`config.mk`:
```
export PLATFORM = sky130hd
export DESIGN_NAME = ptg_pulse_train
export DESIGN_NICKNAME = d
export VERILOG_FILES = /design/src/rtl/ptg_pkg.sv /design/src/rtl/ptg_input_filter.sv /design/src/rtl/ptg_pulse_train.sv
export VERILOG_INCLUDE_DIRS = /design/src /design/src/rtl
export SDC_FILE = /design/constraint.sdc
export NUM_CORES = 2
export LEC_CHECK = 0
export BUFFER_PORTS_ARGS = -buffer_cell sky130_fd_sc_hd__buf_4
export CELL_PAD_IN_SITES_DETAIL_PLACEMENT = 1
export CELL_PAD_IN_SITES_GLOBAL_PLACEMENT = 1
export CORE_ASPECT_RATIO = 0.8
export CORE_MARGIN = 5
export CORE_UTILIZATION = 45
export CTS_CLUSTER_SIZE = 14
export DETAILED_ROUTE_END_ITERATION = 10
export PLACE_DENSITY_LB_ADDON = 0.25
export SLEW_MARGIN = 20
export SYNTH_ARGS = -nofsm -noshare
export SYNTH_HDL_FRONTEND = slang
export SYNTH_SLANG_ARGS = --single-unit
```
`constraint.sdc`:
```
create_clock -name clk -period 11.7 [get_ports clk]
set_input_delay 1.755 -clock clk [delete_from_list [all_inputs] [get_ports clk]]
set_output_delay 1.755 -clock clk [all_outputs]
set_load 0.02 [all_outputs]
```
`src/rtl/ptg_params.svh`:
```
// Constants for the pulse train generator: register offsets, field positions,
// reset values and timing figures. Assumes a 25 MHz system clock.
`ifndef PTG_PARAMS_SVH
`define PTG_PARAMS_SVH

// System clock and the one-microsecond tick derived from it
`define PTG_CLK_HZ 25000000
`define PTG_TICK_NS 1000
`define PTG_TICK_CYC ((`PTG_CLK_HZ / 1000000) * `PTG_TICK_NS / 1000)

// Register byte offsets
`define PTG_OFF_CONFIG 8'h00
`define PTG_OFF_PERIOD 8'h04
`define PTG_OFF_ONDELAY 8'h08
`define PTG_OFF_DUTY 8'h0c
`define PTG_OFF_COUNT 8'h10
`define PTG_OFF_SLOT_VAL 8'h14
`define PTG_OFF_SLOT_CTRL 8'h18
`define PTG_OFF_STATUS 8'h1c
`define PTG_OFF_EMITTED 8'h20
`define PTG_OFF_CURRENT 8'h24

// Configuration field positions
`define PTG_CFG_MODE_LSB 0
`define PTG_CFG_HS_BIT 3
`define PTG_CFG_GATE_BIT 4
`define PTG_CFG_FMT_LSB 5
`define PTG_CFG_DLY_LSB 7
`define PTG_CFG_TWOCH_BIT 11
`define PTG_CFG_SWEN_BIT 12
`define PTG_SLOT_MODE_BIT 4

// Status field positions
`define PTG_ST_ACTIVE 0
`define PTG_ST_PULSE_ERR 1
`define PTG_ST_OUT 2
`define PTG_ST_INPUT 3
`define PTG_ST_SLOT_ERR 4
`define PTG_ST_HS_EFF 5
`define PTG_ST_PARAM_ERR 6

// Reset values
`define PTG_RST_MODE 3'h1
`define PTG_RST_FMT 2'h1
`define PTG_RST_DLY 4'h2
`define PTG_RST_TWOCH 1'b1
`define PTG_RST_PERIOD_US 32'd2000000
`define PTG_RST_ONDELAY_US 32'd0
`define PTG_RST_DUTY 16'd50
`define PTG_RST_COUNT 32'd1

// Value ranges in microseconds
`define PTG_PERIOD_MIN_US 32'd100
`define PTG_PERIOD_MIN_HS_US 32'd10
`define PTG_TIME_MAX_US 32'd85000000

// Duty full scales per format
`define PTG_FS_ANALOG 16'd27648
`define PTG_FS_PCT 16'd100
`define PTG_FS_PERMILLE 16'd1000
`define PTG_FS_PERTENK 16'd10000

// Input stability delays in microseconds
`define PTG_DLY0_US 16'd4
`define PTG_DLY1_US 16'd50
`define PTG_DLY2_US 16'd100
`define PTG_DLY3_US 16'd400
`define PTG_DLY4_US 16'd800
`define PTG_DLY5_US 16'd1600
`define PTG_DLY6_US 16'd3200
`define PTG_DLY7_US 16'd12800
`define PTG_DLY8_US 16'd20000

`endif

```
`src/rtl/ptg_pkg.sv`:
```
// Types shared by the pulse train generator files.
// Assumes ptg_params.svh supplies the numeric constants.
package ptg_pkg;

   // Operating mode selector values
   typedef enum logic [2:0] {
      PTG_MODE_PULSE = 3'h0,
      PTG_MODE_PWM = 3'h1,
      PTG_MODE_TRAIN = 3'h2,
      PTG_MODE_ONOFF = 3'h3,
      PTG_MODE_FREQ = 3'h4,
      PTG_MODE_MOTOR = 3'h5
   } ptg_mode_e;

   // Duty-cycle format selector values
   typedef enum logic [1:0] {
      PTG_FMT_ANALOG = 2'h0,
      PTG_FMT_PCT = 2'h1,
      PTG_FMT_PERMILLE = 2'h2,
      PTG_FMT_PERTENK = 2'h3
   } ptg_fmt_e;

   // Output sequence states
   typedef enum logic [1:0] {
      PTG_IDLE,
      PTG_ONDELAY,
      PTG_RUN
   } ptg_state_e;

   typedef logic [31:0] ptg_word_t;

endpackage : ptg_pkg

```
`src/rtl/ptg_input_filter.sv`:
```
// Debounce filter for the start input of the pulse train generator.
// Assumes a one-cycle tick every microsecond and an input synchronous to clk.
`timescale 1ns/1ps
`include "ptg_params.svh"

module ptg_input_filter (
   input wire logic clk,
   input wire logic rst,
   input wire logic tick_us,
   input wire logic [3:0] delay_code,
   input wire logic din,
   output logic dout_q
);
   import ptg_pkg::*;

   logic [15:0] cnt_q;
   logic [15:0] cnt_d;
   logic dout_d;
   logic [15:0] limit;

   // Stability time for the selected code; unknown codes use the longest delay
   always_comb begin
      case (delay_code)
         4'h0: limit = `PTG_DLY0_US;
         4'h1: limit = `PTG_DLY1_US;
         4'h2: limit = `PTG_DLY2_US;
         4'h3: limit = `PTG_DLY3_US;
         4'h4: limit = `PTG_DLY4_US;
         4'h5: limit = `PTG_DLY5_US;
         4'h6: limit = `PTG_DLY6_US;
         4'h7: limit = `PTG_DLY7_US;
         default: limit = `PTG_DLY8_US;
      endcase
   end

   // Any bounce restarts the count, so only a level held for the full time passes
   always_comb begin
      cnt_d = cnt_q;
      dout_d = dout_q;
      if (din == dout_q) begin
         cnt_d = 16'h0000;
      end else if (tick_us) begin
         if (cnt_q + 16'h0001 >= limit) begin
            dout_d = din;
            cnt_d = 16'h0000;
         end else begin
            cnt_d = cnt_q + 16'h0001;
         end
      end
   end

   // State registers
   always_ff @(posedge clk) begin
      if (rst) begin
         cnt_q <= 16'h0000;
         dout_q <= 1'b0;
      end else begin
         cnt_q <= cnt_d;
         dout_q <= dout_d;
      end
   end

endmodule : ptg_input_filter

```
`src/rtl/ptg_pulse_train.sv`:
```
// Pulse train output channel with its settings registers and value-load port.
// Assumes a single 25 MHz clock, a synchronous start input and a plain register port.
//
// Decided for this implementation: the address map and the plain strobed port.
`timescale 1ns/1ps
`include "ptg_params.svh"

module ptg_pulse_train (
   input wire logic clk,
   input wire logic rst,
   input wire logic [7:0] bus_addr,
   input wire ptg_pkg::ptg_word_t bus_wdata,
   input wire logic bus_wr,
   input wire logic bus_rd,
   output ptg_pkg::ptg_word_t bus_rdata,
   input wire logic start_input,
   input wire logic [15:0] current_meas,
   output logic pulse_output_pin,
   output logic sequence_active_status
);
   import ptg_pkg::*;

   localparam logic [7:0] TICK_CYC = 8'(`PTG_TICK_CYC);

   // Settings
   ptg_mode_e mode_q, mode_d;
   ptg_fmt_e fmt_q, fmt_d;
   logic hs_q, hs_d, gate_q, gate_d, twoch_q, twoch_d, swen_q, swen_d;
   logic [3:0] dly_q, dly_d;
   ptg_word_t period_q, period_d, ondelay_q, ondelay_d, count_q, count_d;
   logic [15:0] duty_q, duty_d;
   ptg_word_t slot_val_q, slot_val_d;
   logic [3:0] value_load_selector_q, value_load_selector_d;
   logic slot_perm_q, slot_perm_d, slot_err_q, slot_err_d, param_err_q, param_err_d;

   // Sequence state
   ptg_state_e state_q, state_d;
   ptg_word_t t_q, t_d, emitted_q, emitted_d, per_cur_q, per_cur_d, ondly_cur_q, ondly_cur_d;
   logic [15:0] duty_cur_q, duty_cur_d, fs_cur_q, fs_cur_d;
   logic pulse_err_q, pulse_err_d, out_q, out_d, swen_prev_q, gate_prev_q, armed_q, armed_d;
   logic [7:0] div_q, div_d;
   logic tick;
   ptg_word_t rdata_q, rdata_d;
   logic filt_in;
   logic hs_eff;
   ptg_word_t per_min;
   logic start_evt;
   logic [15:0] fs_sel, duty_clamp;

   // One-microsecond tick enable for all timers
   assign tick = (div_q == TICK_CYC - 8'h01);
   assign div_d = tick ? 8'h00 : div_q + 8'h01;

   // Start input qualification
   ptg_input_filter u_filter (
      .clk(clk),
      .rst(rst),
      .tick_us(tick),
      .delay_code(dly_q),
      .din(start_input),
      .dout_q(filt_in)
   );

   // High-speed applies only with two independent channels
   assign hs_eff = hs_q & twoch_q;
   assign per_min = hs_eff ? `PTG_PERIOD_MIN_HS_US : `PTG_PERIOD_MIN_US;

   // Full scale for the selected duty format
   always_comb begin
      case (fmt_q)
         PTG_FMT_ANALOG: fs_sel = `PTG_FS_ANALOG;
         PTG_FMT_PCT: fs_sel = `PTG_FS_PCT;
         PTG_FMT_PERMILLE: fs_sel = `PTG_FS_PERMILLE;
         default: fs_sel = `PTG_FS_PERTENK;
      endcase
   end
   assign duty_clamp = (duty_q > fs_sel) ? fs_sel : duty_q;

   // Start: software enable edge in plain-input mode, or first filtered edge
   // of the hardware start gate while software enable is held
   always_comb begin
      start_evt = 1'b0;
      if (mode_q == PTG_MODE_TRAIN) begin
         if (!gate_q) begin
            start_evt = swen_q & ~swen_prev_q;
         end else begin
            start_evt = swen_q & armed_q & filt_in & ~gate_prev_q;
         end
      end
   end

   // Register writes and value-load handling
   always_comb begin
      mode_d = mode_q;
      fmt_d = fmt_q;
      hs_d = hs_q;
      gate_d = gate_q;
      twoch_d = twoch_q;
      swen_d = swen_q;
      dly_d = dly_q;
      period_d = period_q;
      ondelay_d = ondelay_q;
      duty_d = duty_q;
      count_d = count_q;
      slot_val_d = slot_val_q;
      value_load_selector_d = value_load_selector_q;
      slot_perm_d = slot_perm_q;
      slot_err_d = slot_err_q;
      param_err_d = param_err_q;
      if (bus_wr) begin
         case (bus_addr)
            `PTG_OFF_CONFIG: begin
               mode_d = ptg_mode_e'(bus_wdata[`PTG_CFG_MODE_LSB +: 3]);
               hs_d = bus_wdata[`PTG_CFG_HS_BIT];
               gate_d = bus_wdata[`PTG_CFG_GATE_BIT];
               fmt_d = ptg_fmt_e'(bus_wdata[`PTG_CFG_FMT_LSB +: 2]);
               dly_d = bus_wdata[`PTG_CFG_DLY_LSB +: 4];
               twoch_d = bus_wdata[`PTG_CFG_TWOCH_BIT];
               swen_d = bus_wdata[`PTG_CFG_SWEN_BIT];
            end
            `PTG_OFF_COUNT: count_d = bus_wdata;
            `PTG_OFF_SLOT_VAL: slot_val_d = bus_wdata;
            `PTG_OFF_SLOT_CTRL: begin
               value_load_selector_d = bus_wdata[3:0];
               slot_perm_d = bus_wdata[`PTG_SLOT_MODE_BIT];
            end
            default: ;
         endcase
      end
      // A value is loaded on a control write, and in permanent mode on every value write
      if (bus_wr && (bus_addr == `PTG_OFF_SLOT_CTRL || (bus_addr == `PTG_OFF_SLOT_VAL && slot_perm_q))) begin
         slot_err_d = 1'b0;
         param_err_d = 1'b0;
         case (value_load_selector_d)
            4'h0: ;
            4'h1: begin
               if (slot_val_d >= per_min && slot_val_d <= `PTG_TIME_MAX_US) begin
                  period_d = slot_val_d;
               end else begin
                  param_err_d = 1'b1;
               end
            end
            4'h2: begin
               if (slot_val_d <= `PTG_TIME_MAX_US) begin
                  ondelay_d = slot_val_d;
               end else begin
                  param_err_d = 1'b1;
               end
            end
            4'h4: begin
               if (slot_val_d[31:16] == 16'h0000) begin
                  duty_d = slot_val_d[15:0];
               end else begin
                  param_err_d = 1'b1;
               end
            end
            default: slot_err_d = 1'b1;
         endcase
      end
      // Direct setting writes; period checked against the floor and the maximum, on-delay against the maximum only, duty taken from the low 16 bits unchecked
      if (bus_wr && bus_addr == `PTG_OFF_PERIOD) begin
         if (bus_wdata >= per_min && bus_wdata <= `PTG_TIME_MAX_US) begin
            period_d = bus_wdata;
         end else begin
            param_err_d = 1'b1;
         end
      end
      if (bus_wr && bus_addr == `PTG_OFF_ONDELAY) begin
         if (bus_wdata <= `PTG_TIME_MAX_US) begin
            ondelay_d = bus_wdata;
         end else begin
            param_err_d = 1'b1;
         end
      end
      if (bus_wr && bus_addr == `PTG_OFF_DUTY) begin
         duty_d = bus_wdata[15:0];
      end
   end

   // Output sequence; on-delay and duty are latched at start, the period at
   // each period boundary, while the pulse count is watched every cycle
   always_comb begin
      state_d = state_q;
      t_d = t_q;
      emitted_d = emitted_q;
      per_cur_d = per_cur_q;
      ondly_cur_d = ondly_cur_q;
      duty_cur_d = duty_cur_q;
      fs_cur_d = fs_cur_q;
      pulse_err_d = pulse_err_q;
      armed_d = armed_q;
      out_d = 1'b0;
      if (!gate_q || !swen_q) begin
         armed_d = 1'b1;
      end
      if (start_evt) begin
         armed_d = 1'b0; // Later gate edges are ignored until re-armed
         pulse_err_d = (count_q == 32'h0);
         t_d = 32'h0;
         emitted_d = 32'h0;
         per_cur_d = period_q;
         ondly_cur_d = ondelay_q;
         duty_cur_d = duty_clamp;
         fs_cur_d = fs_sel;
         state_d = (count_q == 32'h0) ? PTG_IDLE : (ondelay_q == 32'h0) ? PTG_RUN : PTG_ONDELAY;
      end else begin
         case (state_q)
            PTG_IDLE: ;
            PTG_ONDELAY: begin
               if (tick) begin
                  if (t_q + 32'h1 >= ondly_cur_q) begin
                     t_d = 32'h0;
                     state_d = PTG_RUN;
                  end else begin
                     t_d = t_q + 32'h1;
                  end
               end
            end
            PTG_RUN: begin
               if (tick) begin
                  if (t_q + 32'h1 >= per_cur_q) begin
                     t_d = 32'h0;
                     emitted_d = emitted_q + 32'h1;
                     per_cur_d = period_q;
                     if (emitted_q + 32'h1 >= count_q) begin
                        state_d = PTG_IDLE;
                     end
                  end else begin
                     t_d = t_q + 32'h1;
                  end
               end
            end
            default: state_d = PTG_IDLE;
         endcase
         // Count dropped to zero or below pulses already sent
         if (state_q != PTG_IDLE && (count_q == 32'h0 || count_q < emitted_q)) begin
            state_d = PTG_IDLE;
            pulse_err_d = 1'b1;
         end
      end
      // Software enable low or leaving train mode cancels the sequence
      if (!swen_q || mode_q != PTG_MODE_TRAIN) begin
         state_d = PTG_IDLE;
      end
      // High while elapsed time times full scale is below duty times period
      if (state_d == PTG_RUN) begin
         out_d = ({16'h0, t_d} * {32'h0, fs_cur_d}) < ({32'h0, duty_cur_d} * {16'h0, per_cur_d});
      end
   end

   // Read data, answered in the cycle after the strobe
   always_comb begin
      rdata_d = 32'h0;
      if (bus_rd) begin
         case (bus_addr)
            `PTG_OFF_CONFIG: begin
               rdata_d[`PTG_CFG_MODE_LSB +: 3] = mode_q;
               rdata_d[`PTG_CFG_HS_BIT] = hs_q;
               rdata_d[`PTG_CFG_GATE_BIT] = gate_q;
               rdata_d[`PTG_CFG_FMT_LSB +: 2] = fmt_q;
               rdata_d[`PTG_CFG_DLY_LSB +: 4] = dly_q;
               rdata_d[`PTG_CFG_TWOCH_BIT] = twoch_q;
               rdata_d[`PTG_CFG_SWEN_BIT] = swen_q;
            end
            `PTG_OFF_PERIOD: rdata_d = period_q;
            `PTG_OFF_ONDELAY: rdata_d = ondelay_q;
            `PTG_OFF_DUTY: rdata_d[15:0] = duty_q;
            `PTG_OFF_COUNT: rdata_d = count_q;
            `PTG_OFF_SLOT_VAL: rdata_d = slot_val_q;
            `PTG_OFF_SLOT_CTRL: rdata_d[4:0] = {slot_perm_q, value_load_selector_q};
            `PTG_OFF_STATUS: begin
               rdata_d[`PTG_ST_ACTIVE] = sequence_active_status;
               rdata_d[`PTG_ST_PULSE_ERR] = pulse_err_q;
               rdata_d[`PTG_ST_OUT] = out_q;
               rdata_d[`PTG_ST_INPUT] = filt_in;
               rdata_d[`PTG_ST_SLOT_ERR] = slot_err_q;
               rdata_d[`PTG_ST_HS_EFF] = hs_eff;
               rdata_d[`PTG_ST_PARAM_ERR] = param_err_q;
            end
            `PTG_OFF_EMITTED: rdata_d = emitted_q;
            `PTG_OFF_CURRENT: rdata_d[15:0] = current_meas;
            default: rdata_d = 32'h0;
         endcase
      end
   end

   // Registers; reset loads every default and parks the output low
   always_ff @(posedge clk) begin
      if (rst) begin
         mode_q <= PTG_MODE_PWM;
         fmt_q <= PTG_FMT_PCT;
         hs_q <= 1'b0;
         gate_q <= 1'b0;
         twoch_q <= `PTG_RST_TWOCH;
         swen_q <= 1'b0;
         dly_q <= `PTG_RST_DLY;
         period_q <= `PTG_RST_PERIOD_US;
         ondelay_q <= `PTG_RST_ONDELAY_US;
         duty_q <= `PTG_RST_DUTY;
         count_q <= `PTG_RST_COUNT;
         slot_val_q <= 32'h0;
         value_load_selector_q <= 4'h0;
         slot_perm_q <= 1'b0;
         slot_err_q <= 1'b0;
         param_err_q <= 1'b0;
         state_q <= PTG_IDLE;
         t_q <= 32'h0;
         emitted_q <= 32'h0;
         per_cur_q <= `PTG_RST_PERIOD_US;
         ondly_cur_q <= `PTG_RST_ONDELAY_US;
         duty_cur_q <= `PTG_RST_DUTY;
         fs_cur_q <= `PTG_FS_PCT;
         pulse_err_q <= 1'b0;
         out_q <= 1'b0;
         swen_prev_q <= 1'b0;
         gate_prev_q <= 1'b0;
         armed_q <= 1'b1;
         div_q <= 8'h00;
         rdata_q <= 32'h0;
      end else begin
         mode_q <= mode_d;
         fmt_q <= fmt_d;
         hs_q <= hs_d;
         gate_q <= gate_d;
         twoch_q <= twoch_d;
         swen_q <= swen_d;
         dly_q <= dly_d;
         period_q <= period_d;
         ondelay_q <= ondelay_d;
         duty_q <= duty_d;
         count_q <= count_d;
         slot_val_q <= slot_val_d;
         value_load_selector_q <= value_load_selector_d;
         slot_perm_q <= slot_perm_d;
         slot_err_q <= slot_err_d;
         param_err_q <= param_err_d;
         state_q <= state_d;
         t_q <= t_d;
         emitted_q <= emitted_d;
         per_cur_q <= per_cur_d;
         ondly_cur_q <= ondly_cur_d;
         duty_cur_q <= duty_cur_d;
         fs_cur_q <= fs_cur_d;
         pulse_err_q <= pulse_err_d;
         out_q <= out_d;
         swen_prev_q <= swen_q;
         gate_prev_q <= filt_in;
         armed_q <= armed_d;
         div_q <= div_d;
         rdata_q <= rdata_d;
      end
   end

   assign bus_rdata = rdata_q;
   assign pulse_output_pin = out_q;
   assign sequence_active_status = (state_q != PTG_IDLE);

endmodule : ptg_pulse_train

```
# --- After elaboration in Yosys (flattened, before gate mapping) ---
# Memory sizes are Yosys's and may differ from the RTL's. A register that Yosys moved wholly into a read port is not among the register bits.
# Index checks and enable logic that the tools add are counted.
totals:
  reg_bits: 388
  mem_bits_ro: 96
  out_inout_bits: 34
  elab_cells: 189
  mem_count: 1
mem_list:
  columns: ["name", "words", "word_bits", "rd", "rd_ports_with_merged_regs", "write_ports", "line_no", "rtl"]
  rows:
  - ["(no name shown)", 8, 12, 1, 1, 0, "ptg_input_filter.sv:23", "case (delay_code)"]
op_classes:
  n_addsub: 4
  n_mul: 2
  magnitude_cmp: 11
  eq_ne: 21
  n_mux: 69
  bitwise_logic: 10
  n_reduce_logical: 39
ops:
  columns: ["op", "count"]
  rows:
  - ["32-bit two-way mux", 21]
  - ["16-bit two-way mux", 9]
  - ["32-bit greater-or-equal comparator", 3]
  - ["16-bit one-hot mux with 5 select lines", 1]
  - ["32-bit by 1-bit adder with 32-bit output (second input constant)", 2]
  - ["32-bit by 7-bit greater-or-equal comparator with 1-bit output", 2]
  - ["32-bit by 27-bit <= comparator with 1-bit output (second input constant)", 2]
  - ["32-bit zero test", 2]
  - ["32-bit one-hot mux with 2 select lines", 1]
  - ["5-bit one-hot mux with 10 select lines", 1]
  - ["48-bit less-than comparator", 1]
  - ["16-bit by 32-bit multiplier with 48-bit output", 1]
  - ["32-bit by 16-bit multiplier with 48-bit output", 1]
  - ["6-bit one-hot mux with 8 select lines", 1]
  - ["15-bit one-hot mux with 3 select lines", 1]
  - ["8-bit by 5-bit equality test with 1-bit output (second input constant)", 5]
  - ["32-bit less-than comparator", 1]
  - ["3-bit one-hot mux with 7 select lines", 1]
  - ["2-bit two-way mux", 10]
  - ["2-bit one-hot mux with 9 select lines", 1]
  - ["16-bit by 1-bit adder with 16-bit output (second input constant)", 1]
  - ["8-bit by 4-bit equality test with 1-bit output (second input constant)", 2]
  - ["8-bit by 6-bit equality test with 1-bit output (second input constant)", 2]
  - ["16-bit greater-or-equal comparator", 1]
  - ["31 further kinds", 83]

# --- Logic depth before layout (Yosys ltp) ---
logic_depth:
  word_depth: 12
  depth_mapped: 59

# --- Modules after synthesis ---
# From an unflattened synthesis, not the netlist that was laid out.
unflattened:
  cells_unflattened: 6680
  hier_area_um2: 55016.5
modules_own_cells:
  columns: ["mod", "instances", "cells_per_inst", "area_per_inst_um2", "seq_area_each_um2"]
  rows:
  - ["ptg_pulse_train", 1, 6495, 53490.1, 7427.1]
  - ["ptg_input_filter", 1, 185, 1526.5, 340.3]

# --- Least setup slack after synthesis ---
# Ideal clock, no wire load.
synth_path:
  kind: "register -> register"
  from: "register t_q[0]"
  to: "register out_q (netlist: pulse_output_pin)"
  setup_time_ns: 0.141
  arrival_time_ns: 12.766
  required_ns: 11.559
  path_slack_ns: -1.207
  path_stages_with_launch: 55
  n_path_buf: 4
  path_cell_list: "dfxtp_1 -> ha_1 -> and3_1 -> and3_1 -> clkbuf_1 -> and3_1 -> and3_1 -> clkbuf_1 -> nand4_1 -> inv_1 -> nand3_1 -> xnor2_1 -> ha_1 -> and3_1 -> a221o_1 -> a221oi_1 -> o21ai_0 -> a211oi_1 -> (+19 left out) -> nor2_1 -> o41a_1 -> a32oi_1 -> o21ai_0 -> a221o_1 -> a221o_1 -> a41oi_1 -> o21a_1 -> o21ai_0 -> xnor2_1 -> ha_1 -> nand4_1 -> nor2_1 -> and3_1 -> nand3_1 -> or3_1 -> a2111oi_0 -> a2111oi_0"
synth_via:
  elab_chain_len: 11
  elab_cells_between_ends: 27
  cone_classes: "add/sub: 1; mul: 2; order compare: 3; eq/ne: 1; mux: 18; bitwise: 1; reduce/logical: 1"
synth_lines:
  columns: ["item", "line_no", "rtl"]
  rows:
  - ["start, declared", "ptg_pulse_train.sv:38", "ptg_word_t t_q, t_d, emitted_q, emitted_d, per_cur_q, per_cur_d, ondly_cur_q, ondly_cur_d;"]
  - ["start signal, assigned", "ptg_pulse_train.sv:338", "t_q <= t_d;"]
  - ["parallel branches: the longest is 11 deep, another holds 32-bit by 16-bit multiplier with 48-bit output", null, null]
  - ["end signal, assigned", "ptg_pulse_train.sv:345", "out_q <= out_d;"]
  - ["end, declared", "ptg_pulse_train.sv:40", "logic pulse_err_q, pulse_err_d, out_q, out_d, swen_prev_q, gate_prev_q, armed_q, armed_d;"]
# Several ways; the timed one is not identified.
# A chain may end at the register's enable or synchronous reset.

# --- Final worst setup path ---
layout_path:
  from: "register t_q[12]"
  to: "register out_q (netlist: pulse_output_pin)"
# The elaborated chain is that of the path after synthesis.

==> metrics.yaml <==
setup_viol: 1
cts-htree-levels: 2
worstSetupPathType: "reg2reg"
synth_area_um2: 54860
track_usage: 0.3468
drtAntennaViolNets: 0
grt_pass1_vias: 55640
rsz0062_at_grt: "true"
critPathMaxStageDelay_ps: 550
cp-end-kind: "register"
hold_violations: 0
die_h_um: 322.3
worstMarginPinSlew_ps: 1183
wl_met2_mm: 97.91
ys_async_sr_fraction: 0
peakVddDrop_mv: 0.1337
grt_max_degree: 89
core-area_um2: 121000
wl_met3_mm: 25.18
leakagePower_nw: 31.01
fin_worst_skew_ps: 66.66
hold_buffers: 0
avgSynthCellArea_um2: 8.231
numCtsBuffers: 44
drcViolationCount: 0
antenna_found_initial: 10
synthDistinctLibCells: 78
drive_gt1_frac: 0.1486
slew_viol_final: 0
clk_path_buf_depth: 3
synth_flop_cell: "dfxtp_1"
path_clk_slew_ps: 70
cts.sinks: 399
multi_input_area_um2: 42510
syn_nets: 8030
synthCells: 6665
worst_slack_ps: -765.5
ioPinCount: 95
seq_area_um2: 7995
period_share: 1.065
yosys_register_bits: 399
synth_top_cell_area_share: 0.3051
rows: 114
syn_to_final_growth_pct: 18.11
place.gp.congestion: 0.9909
detailed_place_hpwl_mm: 184.1
highest_layer: "met5"
vias: 50870
total_power_mw: 3.034
max_slew_margin: 0.2076
die_x_um: 400.4
grt_first_pass_wirelength_mm: 342.3
synthTopCellsByCount: "nand2_1 (1,220), inv_1 (1,076), fa_1 (836)"
wire_per_inst_um: 25.35
synth_most_common_cell: "nand2_1"
cp_max_fo: 11
failed_checks: "setup timing"
yosys_warnings: 0
synth.area.top_cells: "fa_1 (31%), dfxtp_1 (15%), ha_1 (11%)"
arrival_ps: 12950
status: "complete, but fails checks"
slowest_stage: "fa_1"
dieArea_um2: 129000
fill_cells: 14580
tns_ps: -765.5
required_ps: 12190
synth-edff-count: 0
cp-start-kind: "register"
drt-vias-per-instance: 5.731
first_pass_iters: 8
final_util: 0.5357
clk-insertion-delay-late_ps: 640
first_iter_violations: 4424
layout_min_cycle_time_ps: 12470
root_buffer: "clkbuf_16"
start_util: 0.4536
power.density_nw_per_um2: 46.82
met1Wirelength_mm: 93.43
ys_seq_area_frac: 0.1456
io_buffers: 94
worstHoldPathType: "reg2reg"
nets: 8573
cts_tree: "done"
fmax_mhz: 80.22
synth_top_cell_by_area: "fa_1"
cap_violations: 0
wl_mm: 225.0
gr-total-overflow: 0
[what timing repair did]
action                                  CTS  global route
pin swaps                                40            39
cloned                                    3             0
resized for setup                        80            36
buffers inserted                         15            15
endpoints found under the setup margin    1             1
[layout by cell type, fill, tap and decap left out, types with 59 or more instances in the layout]
cell type,instances
dfxtp_1,397
mux2i_1,115
xnor2_1,129
o21ai_0,113
nand3_1,67
a21oi_1,321
inv_1,1075
ha_1,460
nor2_1,571
a21o_1,99
and2_1,87
fa_1,831
buf_4,766
nand2_1,1214
xor2_1,59
[through the flow]
step / instance area (um^2) / worst slack, ps / hold WS, ps / std cells
finish: 64790 / -765.5 / 460.3 / 8876
CTS: 64480 / -616.2 / 458.3 / 8851
global placement: 62320 / -1149 / 446.1 / 8752
floorplan: 55330 / -1.391 / 436.3 / 6665
detailed placement: 62320 / -1373 / 450.1 / 8752
global route: 64770 / -1346 / 480.5 / 8868
[worst paths after layout]
check | start | to | slack, ps | cells after the start
max reg2reg | t_q[12] | pulse_output_pin | -770 | 57
min reg2reg | ondly_cur_q[9] | ondly_cur_q[9] | 460 | 2
min | ondly_cur_q[9] | ondly_cur_q[9] | 460 | 2
max | t_q[12] | pulse_output_pin | -770 | 57
[layout make-up]
class	count	share of cell area
Clock buffer	62	0.01943
Multi-Input combinational cell	4877	0.6561
Antenna cell	9	0.0003476
Timing Repair Buffer	810	0.1023
Clock inverter	19	0.004731
Sequential cell	399	0.1234
Tap cell	1624	0.03136
Inverter	1076	0.06233
[metal layers]
layer | vias up | GRT usage
met1 | 26030 | 0.4568
met3 | 480 | 0.1199
met4 | 10 | 0.1160
met2 | 2154 | 0.5369
met5 | - | 0
li1 | 22190 | -
[cells by family after synthesis]
kind of cell | share of synthesized area
AO/OA/AOI/OAI | 0.1031
flip-flops | 0.1456
AND/OR/NAND/NOR | 0.1816
multiplexers | 0.03093
buffers and inverters | 0.09579
adder cells (fa/ha/maj) | 0.4118
XOR/XNOR | 0.03113
[registers in the layout (all words and copies together) (netlist names), 2 cells and up, named ones only]
signal,count
state_q,2
period_q,32
bus_rdata,32
ondly_cur_q,32
duty_q,16
div_q,8
ondelay_q,32
fs_cur_q,16
mode_q,3
fmt_q,2
emitted_q,32
u_filter.cnt_q,16
dly_q,4
slot_val_q,32
duty_cur_q,16
value_load_selector_q,4
per_cur_q,32
count_q,32
t_q,32
[power by group]
group | internal [mW] | switching (mW)
combinational | 0.0278 | 0.0699
clock | 0.894 | 0.682
sequential | 1.36 | 0.00204
total | 2.28 | 0.754
[worst max-delay path, delay by kind of cell, from the launching register on]
| family | cells | cell delay [ps] |
|---|---|---|
| simple gates | 20 | 3410 |
| buf+inv | 13 | 1520 |
| xor+xnor | 2 | 280 |
| compound gates | 12 | 2550 |
| mux | 1 | 400 |
| fa+ha+maj | 9 | 3830 |
| flops | 1 | 350 |
(Power assumes the default switching activity.)
